## src/hw/ofs_pkg.sv

```systemverilog
/*
  Constants, types and helper functions shared by the output fault substitution design.
  Assumes a single 50 MHz clock and an active-low asynchronous reset.
*/
// Functional notes
// - Each output module has its own memory block, watched by its own timer.
// - When a watched block times out, its outputs switch to the fault pattern; in sync mode the code waits for the next sync or unsync command.
// - The fault pattern holds one configurable value per byte, applied byte by byte.
// - Timeouts of 100 to 60000 ms are valid; zero or out of range disables supervision.
// - Any access to the block restarts its timer, even with unchanged data.
// - The master waits at most the slot time, counted in 100 us units.
// - A configured setup time separates the trigger event from the request start.
// - The target rotation time is the expected duration of one token rotation.
// - One gap maintenance cycle runs after each configured number of token rounds.
// - The highest station address bounds the bus addresses in use.
// - An unanswered transaction is retried no more often than the retry limit.
// - The watchdog time goes to each slave during parameterisation.
// - In sync mode the latched outputs are sent; new ones wait for the next command.
// - In freeze mode the frozen inputs are reported; new samples go to a separate buffer.
package ofs_pkg;

  localparam int          CLK_PERIOD_NS   = 20;
  localparam int          MS_TICK_TIME_US = 1000;
  localparam int          MS_TICK_CYCLES  = MS_TICK_TIME_US * 1000 / CLK_PERIOD_NS;
  localparam int          SLOT_UNIT_US    = 100;
  localparam int          SLOT_UNIT_CYCLES = SLOT_UNIT_US * 1000 / CLK_PERIOD_NS;

  localparam int          TIMEOUT_W       = 16;
  localparam logic [15:0] TIMEOUT_MIN_MS  = 16'h0064;
  localparam logic [15:0] TIMEOUT_MAX_MS  = 16'hea60;
  localparam logic [7:0]  STATION_DLY_MIN = 8'h0b;

  typedef enum logic [1:0] {
    BUS_IDLE,
    BUS_SETUP,
    BUS_WAIT
  } busState_t;

  typedef struct packed {
    logic [15:0] slotTime;
    logic [7:0]  minTsdr;
    logic [7:0]  maxTsdr;
    logic [7:0]  setupTime;
    logic [23:0] targetRot;
    logic [7:0]  gapFactor;
    logic [6:0]  hsa;
    logic [3:0]  retryLimit;
    logic [15:0] watchdogMs;
  } busCfg_t;

  typedef struct packed {
    logic [15:0] countMs;
    logic        faultActive;
  } supTimer_t;

  typedef struct packed {
    logic sync;
    logic unsync;
    logic freeze;
    logic unfreeze;
  } groupCmd_t;

  function automatic logic timeoutValid(input logic [15:0] t);
    timeoutValid = (t >= TIMEOUT_MIN_MS) && (t <= TIMEOUT_MAX_MS);
  endfunction : timeoutValid

endpackage : ofs_pkg

```

## src/hw/output_fault_substitution.sv

```systemverilog
/*
  Output fault substitution and bus timing supervision of a fieldbus master gateway.
  Assumes synchronous inputs, a 50 MHz clock, and a bit tick pulse at the bus bit rate.
*/
module output_fault_substitution
  import ofs_pkg::*;
#(
  parameter int NUM_MOD          = 4,
  parameter int MOD_BYTES        = 8,
  parameter int NUM_GROUPS       = 4,
  parameter int MS_TICK_CYCLES_P = ofs_pkg::MS_TICK_CYCLES,
  parameter int SLOT_UNIT_P      = ofs_pkg::SLOT_UNIT_CYCLES
)
(
  // Clock and reset.
  input  wire logic                                 clk,
  input  wire logic                                 rst_n,
  input  wire logic                                 syncClear,
  // Module memory blocks.
  input  wire logic [NUM_MOD-1:0]                   blockAccess,
  input  wire logic [NUM_MOD-1:0][15:0]             timeoutMs,
  input  wire logic [NUM_MOD-1:0][MOD_BYTES-1:0][7:0] blockData,
  input  wire logic [NUM_MOD-1:0][MOD_BYTES-1:0][7:0] faultPattern,
  input  wire logic [NUM_MOD-1:0][MOD_BYTES-1:0][7:0] slaveInData,
  input  wire logic [NUM_MOD-1:0][1:0]              moduleGroup,
  // Group commands.
  input  ofs_pkg::groupCmd_t [NUM_GROUPS-1:0]       groupCmd,
  // Module data toward the bus and the host.
  output logic      [NUM_MOD-1:0][MOD_BYTES-1:0][7:0] busOutData,
  output logic      [NUM_MOD-1:0][MOD_BYTES-1:0][7:0] hostInData,
  output logic      [NUM_MOD-1:0]                   faultActive,
  // Bus configuration.
  input  ofs_pkg::busCfg_t                          busCfg,
  input  wire logic                                 bitTick,
  // Transaction control.
  input  wire logic                                 reqTrigger,
  input  wire logic                                 respValid,
  output logic                                      txStart,
  output logic                                      respOk,
  output logic                                      respEarly,
  output logic                                      respLate,
  output logic                                      noAnswer,
  output logic      [3:0]                           retryCount,
  output logic                                      busBusy,
  // Token rotation and gap maintenance.
  input  wire logic                                 tokenRx,
  output logic                                      rotationOverrun,
  output logic                                      gapDue,
  output logic      [6:0]                           gapAddr,
  // Parameterisation.
  input  wire logic                                 prmStage,
  output logic      [15:0]                          prmWatchdogMs,
  output logic                                      cfgError
);

  typedef struct packed {
    logic [31:0]                      msCnt;
    logic                             msTick;
    busState_t                        busSt;
    logic [31:0]                      unitCnt;
    logic [15:0]                      slotCnt;
    logic [7:0]                       setupCnt;
    logic [15:0]                      respBits;
    logic [3:0]                       retryCnt;
    logic                             txStart;
    logic                             respOk;
    logic                             respEarly;
    logic                             respLate;
    logic                             noAnswer;
    logic [23:0]                      rotCnt;
    logic                             rotOverrun;
    logic [7:0]                       roundCnt;
    logic                             gapDue;
    logic [6:0]                       gapAddr;
    logic [15:0]                      prmWd;
    logic [NUM_MOD-1:0][MOD_BYTES-1:0][7:0] subData;
  } topState_t;

  topState_t          st_q;
  topState_t          st_d;
  logic [NUM_MOD-1:0] faultFlag;

  ////////////////////////////////////////////////////////////////////////////////
  // Per-module supervision and group latching.

  for (genvar m = 0; m < NUM_MOD; m++)
  begin : gMod
    groupCmd_t modCmd;

    assign modCmd = groupCmd[moduleGroup[m]];

    module_supervisor uSup (
      .clk         (clk),
      .rst_n       (rst_n),
      .syncClear   (syncClear),
      .msTick      (st_q.msTick),
      .access      (blockAccess[m]),
      .timeoutMs   (timeoutMs[m]),
      .faultActive (faultFlag[m])
    );

    group_latch #(
      .W (MOD_BYTES * 8)
    ) uLatch (
      .clk        (clk),
      .rst_n      (rst_n),
      .cmd        (modCmd),
      .outNew     (st_q.subData[m]),
      .inRaw      (slaveInData[m]),
      .outToSlave (busOutData[m]),
      .inToHost   (hostInData[m])
    );
  end

  ////////////////////////////////////////////////////////////////////////////////
  // Next state.

  always_comb
  begin
    st_d           = st_q;
    st_d.msTick    = 1'b0;
    st_d.txStart   = 1'b0;
    st_d.respOk    = 1'b0;
    st_d.respEarly = 1'b0;
    st_d.respLate  = 1'b0;
    st_d.noAnswer  = 1'b0;
    st_d.gapDue    = 1'b0;

    // Millisecond tick shared by all supervision timers.
    if (syncClear || st_q.msCnt >= 32'(MS_TICK_CYCLES_P - 1))
    begin
      st_d.msCnt  = '0;
      st_d.msTick = !syncClear;
    end
    else
    begin
      st_d.msCnt = st_q.msCnt + 32'h1;
    end

    // Byte-wise substitution of the fault pattern.
    for (int m = 0; m < NUM_MOD; m++)
    begin
      for (int b = 0; b < MOD_BYTES; b++)
      begin
        st_d.subData[m][b] = faultFlag[m] ? faultPattern[m][b] : blockData[m][b];
      end
    end

    // Request, setup, slot supervision and retry.
    unique case (st_q.busSt)
      BUS_IDLE:
      begin
        if (reqTrigger)
        begin
          st_d.busSt    = BUS_SETUP;
          st_d.setupCnt = '0;
          st_d.retryCnt = '0;
        end
      end
      BUS_SETUP:
      begin
        if (st_q.setupCnt >= busCfg.setupTime)
        begin
          st_d.txStart  = 1'b1;
          st_d.busSt    = BUS_WAIT;
          st_d.unitCnt  = '0;
          st_d.slotCnt  = '0;
          st_d.respBits = '0;
        end
        else if (bitTick)
        begin
          st_d.setupCnt = st_q.setupCnt + 8'h01;
        end
      end
      BUS_WAIT:
      begin
        if (bitTick && st_q.respBits != 16'hffff)
        begin
          st_d.respBits = st_q.respBits + 16'h0001;
        end
        if (st_q.unitCnt >= 32'(SLOT_UNIT_P - 1))
        begin
          st_d.unitCnt = '0;
          st_d.slotCnt = st_q.slotCnt + 16'h0001;
        end
        else
        begin
          st_d.unitCnt = st_q.unitCnt + 32'h1;
        end
        if (respValid)
        begin
          st_d.busSt     = BUS_IDLE;
          st_d.respOk    = 1'b1;
          st_d.respEarly = st_q.respBits < {8'h00, busCfg.minTsdr};
          st_d.respLate  = st_q.respBits > {8'h00, busCfg.maxTsdr};
        end
        else if (st_q.slotCnt >= busCfg.slotTime)
        begin
          if (st_q.retryCnt < busCfg.retryLimit)
          begin
            st_d.retryCnt = st_q.retryCnt + 4'h1;
            st_d.busSt    = BUS_SETUP;
            st_d.setupCnt = '0;
          end
          else
          begin
            st_d.noAnswer = 1'b1;
            st_d.busSt    = BUS_IDLE;
          end
        end
      end
      default:
      begin
        st_d.busSt = BUS_IDLE;
      end
    endcase

    // Token rotation time and gap maintenance.
    if (tokenRx)
    begin
      st_d.rotOverrun = st_q.rotCnt > busCfg.targetRot;
      st_d.rotCnt     = '0;
      if (st_q.roundCnt + 8'h01 >= busCfg.gapFactor)
      begin
        st_d.roundCnt = '0;
        st_d.gapDue   = 1'b1;
        st_d.gapAddr  = (st_q.gapAddr >= busCfg.hsa) ? 7'h00 : st_q.gapAddr + 7'h01;
      end
      else
      begin
        st_d.roundCnt = st_q.roundCnt + 8'h01;
      end
    end
    else if (bitTick && st_q.rotCnt != 24'hffffff)
    begin
      st_d.rotCnt = st_q.rotCnt + 24'h000001;
    end

    // Watchdog time captured for the parameterisation telegram.
    if (prmStage)
    begin
      st_d.prmWd = busCfg.watchdogMs;
    end
  end

  ////////////////////////////////////////////////////////////////////////////////
  // State register.

  always_ff @(posedge clk or negedge rst_n)
  begin
    if (!rst_n)
    begin
      st_q <= '0;
    end
    else
    begin
      st_q <= st_d;
    end
  end

  ////////////////////////////////////////////////////////////////////////////////
  // Outputs.

  assign faultActive     = faultFlag;
  assign txStart         = st_q.txStart;
  assign respOk          = st_q.respOk;
  assign respEarly       = st_q.respEarly;
  assign respLate        = st_q.respLate;
  assign noAnswer        = st_q.noAnswer;
  assign retryCount      = st_q.retryCnt;
  assign busBusy         = st_q.busSt != BUS_IDLE;
  assign rotationOverrun = st_q.rotOverrun;
  assign gapDue          = st_q.gapDue;
  assign gapAddr         = st_q.gapAddr;
  assign prmWatchdogMs   = st_q.prmWd;
  assign cfgError        = busCfg.minTsdr < STATION_DLY_MIN || busCfg.maxTsdr < busCfg.minTsdr;

endmodule : output_fault_substitution

```

## src/hw/module_supervisor.sv

```systemverilog
/*
  Supervision timer for one output module memory block.
  Assumes msTick is a one-cycle pulse every millisecond from the top level.
*/
module module_supervisor
  import ofs_pkg::*;
(
  // Clock and reset.
  input  wire logic        clk,
  input  wire logic        rst_n,
  input  wire logic        syncClear,
  // Timing and activity.
  input  wire logic        msTick,
  input  wire logic        access,
  input  wire logic [15:0] timeoutMs,
  // Status.
  output logic             faultActive
);

  supTimer_t st_q;
  supTimer_t st_d;

  always_comb
  begin
    st_d = st_q;
    if (syncClear)
    begin
      st_d = '0;
    end
    else if (access)
    begin
      st_d = '0;
    end
    else if (!timeoutValid(timeoutMs))
    begin
      st_d = '0;
    end
    else if (msTick && !st_q.faultActive)
    begin
      st_d.countMs = st_q.countMs + 16'h0001;
      if (st_d.countMs >= timeoutMs)
      begin
        st_d.faultActive = 1'b1;
      end
    end
  end

  always_ff @(posedge clk or negedge rst_n)
  begin
    if (!rst_n)
    begin
      st_q <= '0;
    end
    else
    begin
      st_q <= st_d;
    end
  end

  assign faultActive = st_q.faultActive;

endmodule : module_supervisor

```

## src/hw/group_latch.sv

```systemverilog
/*
  Sync and freeze latching of one module's output and input data.
  Assumes group commands are one-cycle pulses.
*/
module group_latch
  import ofs_pkg::*;
#(
  parameter int W = 64
)
(
  // Clock and reset.
  input  wire logic         clk,
  input  wire logic         rst_n,
  // Commands.
  input  ofs_pkg::groupCmd_t cmd,
  // Data.
  input  wire logic [W-1:0] outNew,
  input  wire logic [W-1:0] inRaw,
  output logic      [W-1:0] outToSlave,
  output logic      [W-1:0] inToHost
);

  typedef struct packed {
    logic         syncMode;
    logic         freezeMode;
    logic [W-1:0] outHeld;
    logic [W-1:0] outSent;
    logic [W-1:0] inFrozen;
    logic [W-1:0] inShadow;
    logic [W-1:0] inSent;
  } latchState_t;

  latchState_t st_q;
  latchState_t st_d;

  always_comb
  begin
    st_d = st_q;
    if (cmd.sync)
    begin
      st_d.syncMode = 1'b1;
      st_d.outHeld  = outNew;
    end
    else if (cmd.unsync)
    begin
      st_d.syncMode = 1'b0;
    end
    if (cmd.freeze)
    begin
      st_d.freezeMode = 1'b1;
      st_d.inFrozen   = inRaw;
    end
    else if (cmd.unfreeze)
    begin
      st_d.freezeMode = 1'b0;
    end
    st_d.inShadow = inRaw;
    st_d.outSent  = st_d.syncMode ? st_d.outHeld : outNew;
    st_d.inSent   = st_d.freezeMode ? st_d.inFrozen : inRaw;
  end

  always_ff @(posedge clk or negedge rst_n)
  begin
    if (!rst_n)
    begin
      st_q <= '0;
    end
    else
    begin
      st_q <= st_d;
    end
  end

  assign outToSlave = st_q.outSent;
  assign inToHost   = st_q.inSent;

endmodule : group_latch

```

## config.mk

```make
export PLATFORM = sky130hd
export DESIGN_NAME = output_fault_substitution
export DESIGN_NICKNAME = d
export VERILOG_FILES = /design/src/hw/ofs_pkg.sv /design/src/hw/output_fault_substitution.sv /design/src/hw/module_supervisor.sv /design/src/hw/group_latch.sv
export SDC_FILE = /design/constraint.sdc
export NUM_CORES = 2
export LEC_CHECK = 0
export ABC_AREA = 1
export BUFFER_PORTS_ARGS = -buffer_cell sky130_fd_sc_hd__buf_2
export CAP_MARGIN = 20
export CORE_AREA = 2 2 594 596
export DETAILED_ROUTE_END_ITERATION = 6
export DIE_AREA = 0 0 596 598
export PLACE_DENSITY_LB_ADDON = 0.08
export SYNTH_ARGS = -nofsm -noshare
export SYNTH_HDL_FRONTEND = slang
export SYNTH_HIERARCHICAL = 1
export SYNTH_SLANG_ARGS = --single-unit
```

## constraint.sdc

```tcl
create_clock -name clk -period 2.1 [get_ports clk]
set_input_delay 0 -clock clk [delete_from_list [all_inputs] [get_ports clk]]
set_output_delay 0 -clock clk [all_outputs]
set_load 0.02 [all_outputs]
```

# == Word level (Yosys, flattened, before mapping) ==
# Index checks and enable logic that the tools add are counted.
# classes
addsub,13
eq_ne,22
magnitude_cmp,28
reduce_logical,34
muxes,131
# op_table
operator,n
$mux W64,16
$mux W8,41
$mux W17,16
$add A16 B1 Y16 const B,6
$pmux W48 S2,1
$ge A16 B16 Y1,5
$add A32 B1 Y32 const B,2
$ge A16 B7 Y1 const B,4
$le A16 B16 Y1 const B,4
$mux W32,2
$mux W50,1
$mux W16,3
$mux W24,2
$mux W4,9
$bmux W4 S2,4
$ge A32 B13 Y1 const B,1
$ge A32 B16 Y1 const B,1
$ne A4 B4 Y1 const B,8
$pmux W16 S2,1
$mux W1,27
$add A24 B1 Y24 const B,1
$gt A24 B24 Y1,1
$ne A24 B24 Y1 const B,1
$pmux W8 S3,1
31 further kinds,70
# totals
word_cells,311
inputBits,967
reg_bits,1529
out_inout_bits,552

# == Longest topological paths before layout ==
# logic_depth
depth_word,7
ltp_mapped,16
depth_no_buf,16

# == Cells and area by module ==
# The synthesis kept the hierarchy.
# by_module_without_submodules
mod,instances,seq_area_each_um2,area_each_um2,cells_per_inst
group_latch,4,6456.2,11055.6,1232
output_fault_substitution,1,10735.3,20916.3,2074
module_supervisor,4,425.4,1670.4,247

# == Worst setup path before layout ==
# No wires, ideal clock.
# synth_path
kind,reg-to-reg
start,register st_q[280] (netlist name)
end,"register st_q, in the netlist gapAddr[0]"
t_arrival_ns,2.190
t_required_ns,1.974
n_path_buf,0
synth_period_minus_slack_ns,2.316
setup_slack_ns,-0.216
setup_time_ns,0.126
path_stages_with_launch,14
path_cell_list,dfrtp_1 ha_1 nand2_1 nor3_1 xor2_1 ha_1 nand2_1 nor2_1 nand4_1 nand3_1 nand2_1 clkinv_1 nand2_1 o21ai_0
# synth_rtl
element,line_no,text
to (signal assigned),output_fault_substitution.sv:257,st_q <= st_d;
to (decl),output_fault_substitution.sv:79,topState_t st_q;

# == Worst setup path in the final report ==
# layout_path
start,register gMod[2].uSup/st_q[2] (netlist bit)
end,"register gMod[2].uSup.st_q, in the netlist gMod[2].uSup/faultActive"
# layout_via
elab_chain_cells,4
# layout_lines
element,line_no,text
from (decl),module_supervisor.sv:20,supTimer_t st_q;
from (signal assigned),module_supervisor.sv:56,st_q <= st_d;
$add A16 B1 Y16,module_supervisor.sv:40,st_d.countMs = st_q.countMs + 16'h0001;
$ge A16 B16 Y1,module_supervisor.sv:41,if (st_d.countMs >= timeoutMs)
$ne A4 B4 Y1 (no source line),-,
$reduce_and A2 Y1 (no source line),-,
# Every way passes these cells.
# A chain may end at the register's enable or synchronous reset.

==> run_summary.xml <==
<?xml version="1.0" encoding="UTF-8"?>
<metrics>
  <group name="status">
    <metric name="status" unit="">finished, violations left</metric>
    <metric name="failing_checks" unit="">setup timing</metric>
  </group>
  <group name="timing">
    <metric name="finalCritPeriodShare" unit="">1.082</metric>
    <metric name="final-setup-viol-count" unit="">10</metric>
    <metric name="setup_tns_after_final_layout" unit="ps">-816.0</metric>
    <metric name="min_period" unit="ps">2273</metric>
    <metric name="timing.slew.headroom" unit="">0.5202</metric>
    <metric name="pnr_worst_setup_slack" unit="ps">-172.7</metric>
    <metric name="number_of_pins_exceeding_their_max_slew_limit_in_the_final_report" unit="">0</metric>
    <metric name="max_freq" unit="MHz">440.0</metric>
    <metric name="fin_skew" unit="ps">32.85</metric>
    <metric name="timing_hold_violations_final" unit="">0</metric>
    <metric name="grt_setup_unrepaired" unit="">yes</metric>
    <metric name="max_slew.worst_pin.slew" unit="ps">719.7</metric>
  </group>
  <group name="synthesis">
    <metric name="netlist_area" unit="mm^2">0.07182</metric>
    <metric name="sequential_fraction_of_the_synthesis_area" unit="">0.5327</metric>
    <metric name="synthesis.instances" unit="">7990</metric>
    <metric name="synth_async_sr_flop_share" unit="">1.000</metric>
    <metric name="number_of_warnings_issued_by_yosys" unit="">6</metric>
    <metric name="register_bit_count_reported_by_yosys" unit="">1529</metric>
    <metric name="synth_enable_flop_cells" unit="">0</metric>
    <metric name="dominantRegCellSynth" unit="">dfrtp_1</metric>
    <metric name="postSynthAreaPerCell" unit="um^2">8.989</metric>
    <metric name="post_synth_num_cell_types" unit="">49</metric>
  </group>
  <group name="clock_network">
    <metric name="cts_tree" unit="">done</metric>
    <metric name="cts.sinks" unit="">1529</metric>
    <metric name="worst_skew_pair.late_latency" unit="ps">880</metric>
    <metric name="cts.clk_slew.worst_paths" unit="ps">60</metric>
    <metric name="cts_buffer_depth" unit="">4</metric>
    <metric name="clock_tree.root_cell" unit="">clkbuf_16</metric>
    <metric name="ctsHtreeMaxLevel" unit="">4</metric>
    <metric name="cts-buffers-inserted" unit="">200</metric>
  </group>
  <group name="layout">
    <metric name="layout.filler_cells" unit="">36900</metric>
    <metric name="final_layout_size_suffix_gt1_frac" unit="">0.2563</metric>
    <metric name="area_of_the_multi_input_gates" unit="mm^2">0.02637</metric>
    <metric name="finish.net_count" unit="">12240</metric>
    <metric name="seq_area" unit="mm^2">0.03829</metric>
    <metric name="layout.cells.non_filler" unit="">15950</metric>
    <metric name="area_delta_synth_final" unit="%">52.40</metric>
  </group>
  <group name="place">
    <metric name="gp_congestion" unit="">0.8275</metric>
    <metric name="port-buffer-count" unit="">1518</metric>
    <metric name="numPlacedInstances" unit="">13670</metric>
    <metric name="dp_hpwl" unit="um">229900</metric>
  </group>
  <group name="detailed_routing">
    <metric name="drt-pass1-iter-count" unit="">6</metric>
    <metric name="post_drt_wl_per_cell" unit="um">19.83</metric>
    <metric name="viasPerCell" unit="">4.058</metric>
    <metric name="finalWirelength" unit="um">316300</metric>
    <metric name="dr_total_vias" unit="">64740</metric>
    <metric name="drt_iter0_drc" unit="">3534</metric>
    <metric name="antenna_violating_nets_post_route" unit="">0</metric>
    <metric name="route.detailed.drc" unit="">0</metric>
  </group>
  <group name="run">
    <metric name="max_cap_check_violation_count" unit="">0</metric>
  </group>
  <group name="setup_path">
    <metric name="regToRegSetupSlack" unit="ps">-170</metric>
    <metric name="timing.reg2reg.worst_path_depth" unit="">14</metric>
    <metric name="timing.critical_path.slowest_cell_delay" unit="ps">350</metric>
    <metric name="crit_path_arrival_time" unit="ps">3030</metric>
    <metric name="path_max_fanout" unit="">5</metric>
    <metric name="setup.worst_path.start_class" unit="">flip-flop</metric>
    <metric name="required" unit="ps">2860</metric>
    <metric name="critPathSlowestCell" unit="">dfrtp_1</metric>
    <metric name="critPathLaunch" unit="">gMod[2].uSup/st_q[2]$_DFFE_PN0P_</metric>
    <metric name="critical_path.endpoint" unit="">gMod[2].uSup/faultActive$_DFFE_PN0P_</metric>
    <metric name="cp_top_family" unit="">simple AND/OR/NAND/NOR gates</metric>
    <metric name="rr_endpoint" unit="">gMod[2].uSup/faultActive$_DFFE_PN0P_</metric>
    <metric name="cp-end-kind" unit="">flip-flop</metric>
    <metric name="timing.critical_path.depth" unit="">14</metric>
    <metric name="crit_buf_inv" unit="">2</metric>
    <metric name="reg2reg_from" unit="">gMod[2].uSup/st_q[2]$_DFFE_PN0P_</metric>
    <metric name="worst_setup_path_category" unit="">flip-flop to flip-flop</metric>
    <metric name="critical_path.cell_chain" unit="">ha_2, nand2_2, nor2_4, buf_6, nand4_1, xor2_2, ha_1, nand2_2, buf_6, nor2_2, a21oi_2, nand3_1, nand2_1, a21oi_1</metric>
  </group>
  <group name="power_and_ir_drop">
    <metric name="power_switching_share" unit="">0.3180</metric>
    <metric name="totalPowerFinal" unit="mW">92.13</metric>
    <metric name="share_seq_of_total_power" unit="">0.380</metric>
    <metric name="power_leakage" unit="nW">54.89</metric>
    <metric name="vdd_ir_drop_max" unit="mV">0.5969</metric>
    <metric name="power_density_over_the_cells" unit="mW/mm^2">841.7</metric>
    <metric name="combPwrFrac" unit="">0.236</metric>
    <metric name="internal-power" unit="mW">62.83</metric>
    <metric name="part_of_the_power_in_the_clock_network" unit="">0.383</metric>
    <metric name="netsw" unit="mW">29.29</metric>
  </group>
  <group name="die">
    <metric name="fp.coreArea" unit="mm^2">0.3508</metric>
    <metric name="chip_height" unit="um">598</metric>
    <metric name="design.portCount" unit="">1519</metric>
    <metric name="rows" unit="">218</metric>
    <metric name="die_w" unit="um">596</metric>
    <metric name="design.die.area" unit="mm^2">0.3564</metric>
    <metric name="floorplan.initialDensity" unit="">0.2047</metric>
  </group>
  <group name="global_route">
    <metric name="antenna_found_initial" unit="">148</metric>
    <metric name="grt_pass1_wl" unit="um">457000</metric>
    <metric name="globalRouteTotalUtil" unit="">0.1714</metric>
    <metric name="number_of_global_route_vias_before_repair" unit="">67460</metric>
    <metric name="largest_net_degree_at_the_start_of_global_routing" unit="">75</metric>
    <metric name="globalRoute.totalOverflow" unit="">0</metric>
  </group>
  <group name="min_path">
    <metric name="hold_class" unit="">input pin to flip-flop</metric>
  </group>
</metrics>
-- flip-flops by register name, summed over array words and instances, names as in the netlist --
register                count
gMod.uSup/st_q             64
st_q                      395
gapAddr                     7
gMod.uSup/faultActive       4
gMod.uLatch/st_q          520
respOk                      1
rotationOverrun             1
respEarly                   1
prmWatchdogMs              16
noAnswer                    1
gMod.uLatch/outToSlave    256
gMod.uLatch/inToHost      256
txStart                     1
retryCount                  4
gapDue                      1
respLate                    1
-- cells by family (layout without fill, tap and decap cells) --
| kind of cell | count (synthesis) | after routing | share of synthesized area |
|---|---|---|---|
| multiplexers | 272 | 272 | 0.04265 |
| other | 1 | 84 | 0.00005221 |
| buffers and inverters | 1296 | 4555 | 0.1116 |
| adder cells (fa/ha/maj) | 165 | 165 | 0.02875 |
| flip-flops | 1529 | 1529 | 0.5327 |
| XOR/XNOR | 106 | 106 | 0.01376 |
| AND/OR/NAND/NOR | 4357 | 4357 | 0.2508 |
| AO/OA/AOI/OAI | 264 | 264 | 0.01958 |
-- worst min-delay path by stage --
stage / startpoint / endpoint / slack, ps / cells after the start
6_report: busCfg[53] / rotationOverrun$_DFFE_PN0P_ / 7 / 9
2_1_floorplan: rst_n / gMod[0].uLatch/inToHost[0]$_DFF_PN0_ / -300 / 0
3_3_place_gp: rst_n / st_q[45]$_DFF_PN0_ / 80 / 1
3_5_place_dp: rst_n / st_q[45]$_DFF_PN0_ / 80 / 1
5_1_grt: slaveInData[143] / gMod[2].uLatch/st_q[143]$_DFF_PN0_ / 30 / 4
4_1_cts: faultPattern[181] / st_q[181]$_DFF_PN0_ / 1 / 3
-- synth_stat cells, types with 47 or more instances --
cell | n | share of area
nand2_2 | 73 | 0.0064
ha_1 | 165 | 0.029
xor2_1 | 91 | 0.011
a21oi_1 | 87 | 0.0061
nand4_1 | 55 | 0.0048
inv_1 | 370 | 0.019
buf_6 | 97 | 0.015
nand3_1 | 701 | 0.049
nor2_1 | 346 | 0.018
clkbuf_1 | 47 | 0.0025
dfrtp_1 | 1529 | 0.53
buf_2 | 171 | 0.012
mux2_2 | 272 | 0.043
nor3_1 | 49 | 0.0034
o21ai_0 | 124 | 0.0086
nand2_1 | 3044 | 0.16
buf_4 | 563 | 0.059
-- worst min-delay path, delay by kind of cell --
| kind | cells | cell delay [ps] |
|---|---|---|
| buf+inv | 2 | 210 |
| compound gates | 2 | 210 |
| simple gates | 4 | 240 |
| fa+ha+maj | 1 | 160 |
-- area by class of cell --
cell class                      instances  area share
Inverter                              408     0.01438
Clock buffer                          289     0.05272
Multi-Input combinational cell       5180      0.2409
Clock inverter                         67    0.008505
Timing Repair Buffer                 3791      0.2793
Antenna cell                           68    0.001555
Sequential cell                      1529      0.3498
Tap cell                             4620     0.05281
-- cells in the final DEF (no fill, tap or decap), types with 28 or more instances in the layout --
| cell | n |
|---|---|
| nand3_1 | 689 |
| nand2_1 | 2995 |
| nor3_1 | 40 |
| buf_2 | 1517 |
| nor2_1 | 337 |
| clkbuf_8 | 41 |
| a21oi_1 | 76 |
| clkbuf_16 | 205 |
| dlygate4sd3_1 | 1816 |
| o21ai_0 | 111 |
| inv_2 | 28 |
| nand2_2 | 113 |
| inv_1 | 364 |
| ha_1 | 150 |
| clkbuf_1 | 47 |
| xor2_1 | 89 |
| mux2_2 | 272 |
| diode_2 | 68 |
| dfrtp_1 | 1516 |
| nand4_1 | 55 |
| buf_4 | 345 |
| buf_12 | 98 |
-- metrics by stage --
stage                     cell area, um^2  hold slack, ps    util  setup WS [ps]
after detailed placement            83290           75.05  0.2375         -374.1
after global placement              83290           80.22  0.2375         -302.0
after CTS                          108600           1.269  0.3096         -224.0
final                              109500           7.473  0.3120         -172.7
after global routing               109400           33.70  0.3119         -397.4
after floorplan                     71910          -295.6       -         -5.098
-- metal layers --
layer | vias to the layer above | wire (um) | global-route usage
met5 | - | 276 | 0
met4 | 42 | 14260 | 0.07107
met3 | 631 | 18850 | 0.03842
met2 | 1803 | 150700 | 0.2888
met1 | 31210 | 132200 | 0.2105
li1 | 31050 | - | -
-- power by group through the flow --
stage / clock network (mW) / registers [mW] / logic, mW
2_1_floorplan: 0 / 35.0 / 12.6
3_3_place_gp: 0 / 35.6 / 18.5
3_5_place_dp: 0 / 35.6 / 18.6
4_1_cts: 36.8 / 35.1 / 21.7
5_1_grt: 37.9 / 35.4 / 24.0
6_report: 35.3 / 35.0 / 21.8
-- repair_timing --
item	4_1_cts	5_1_grt
pin swaps	42	66
gates cloned	0	5
hold endpoints to repair	2633	6
endpoints found under the setup margin	22	256
resized for setup	47	119
setup buffers	14	25
hold buffers	1825	5
(Power assumes the default switching activity.)
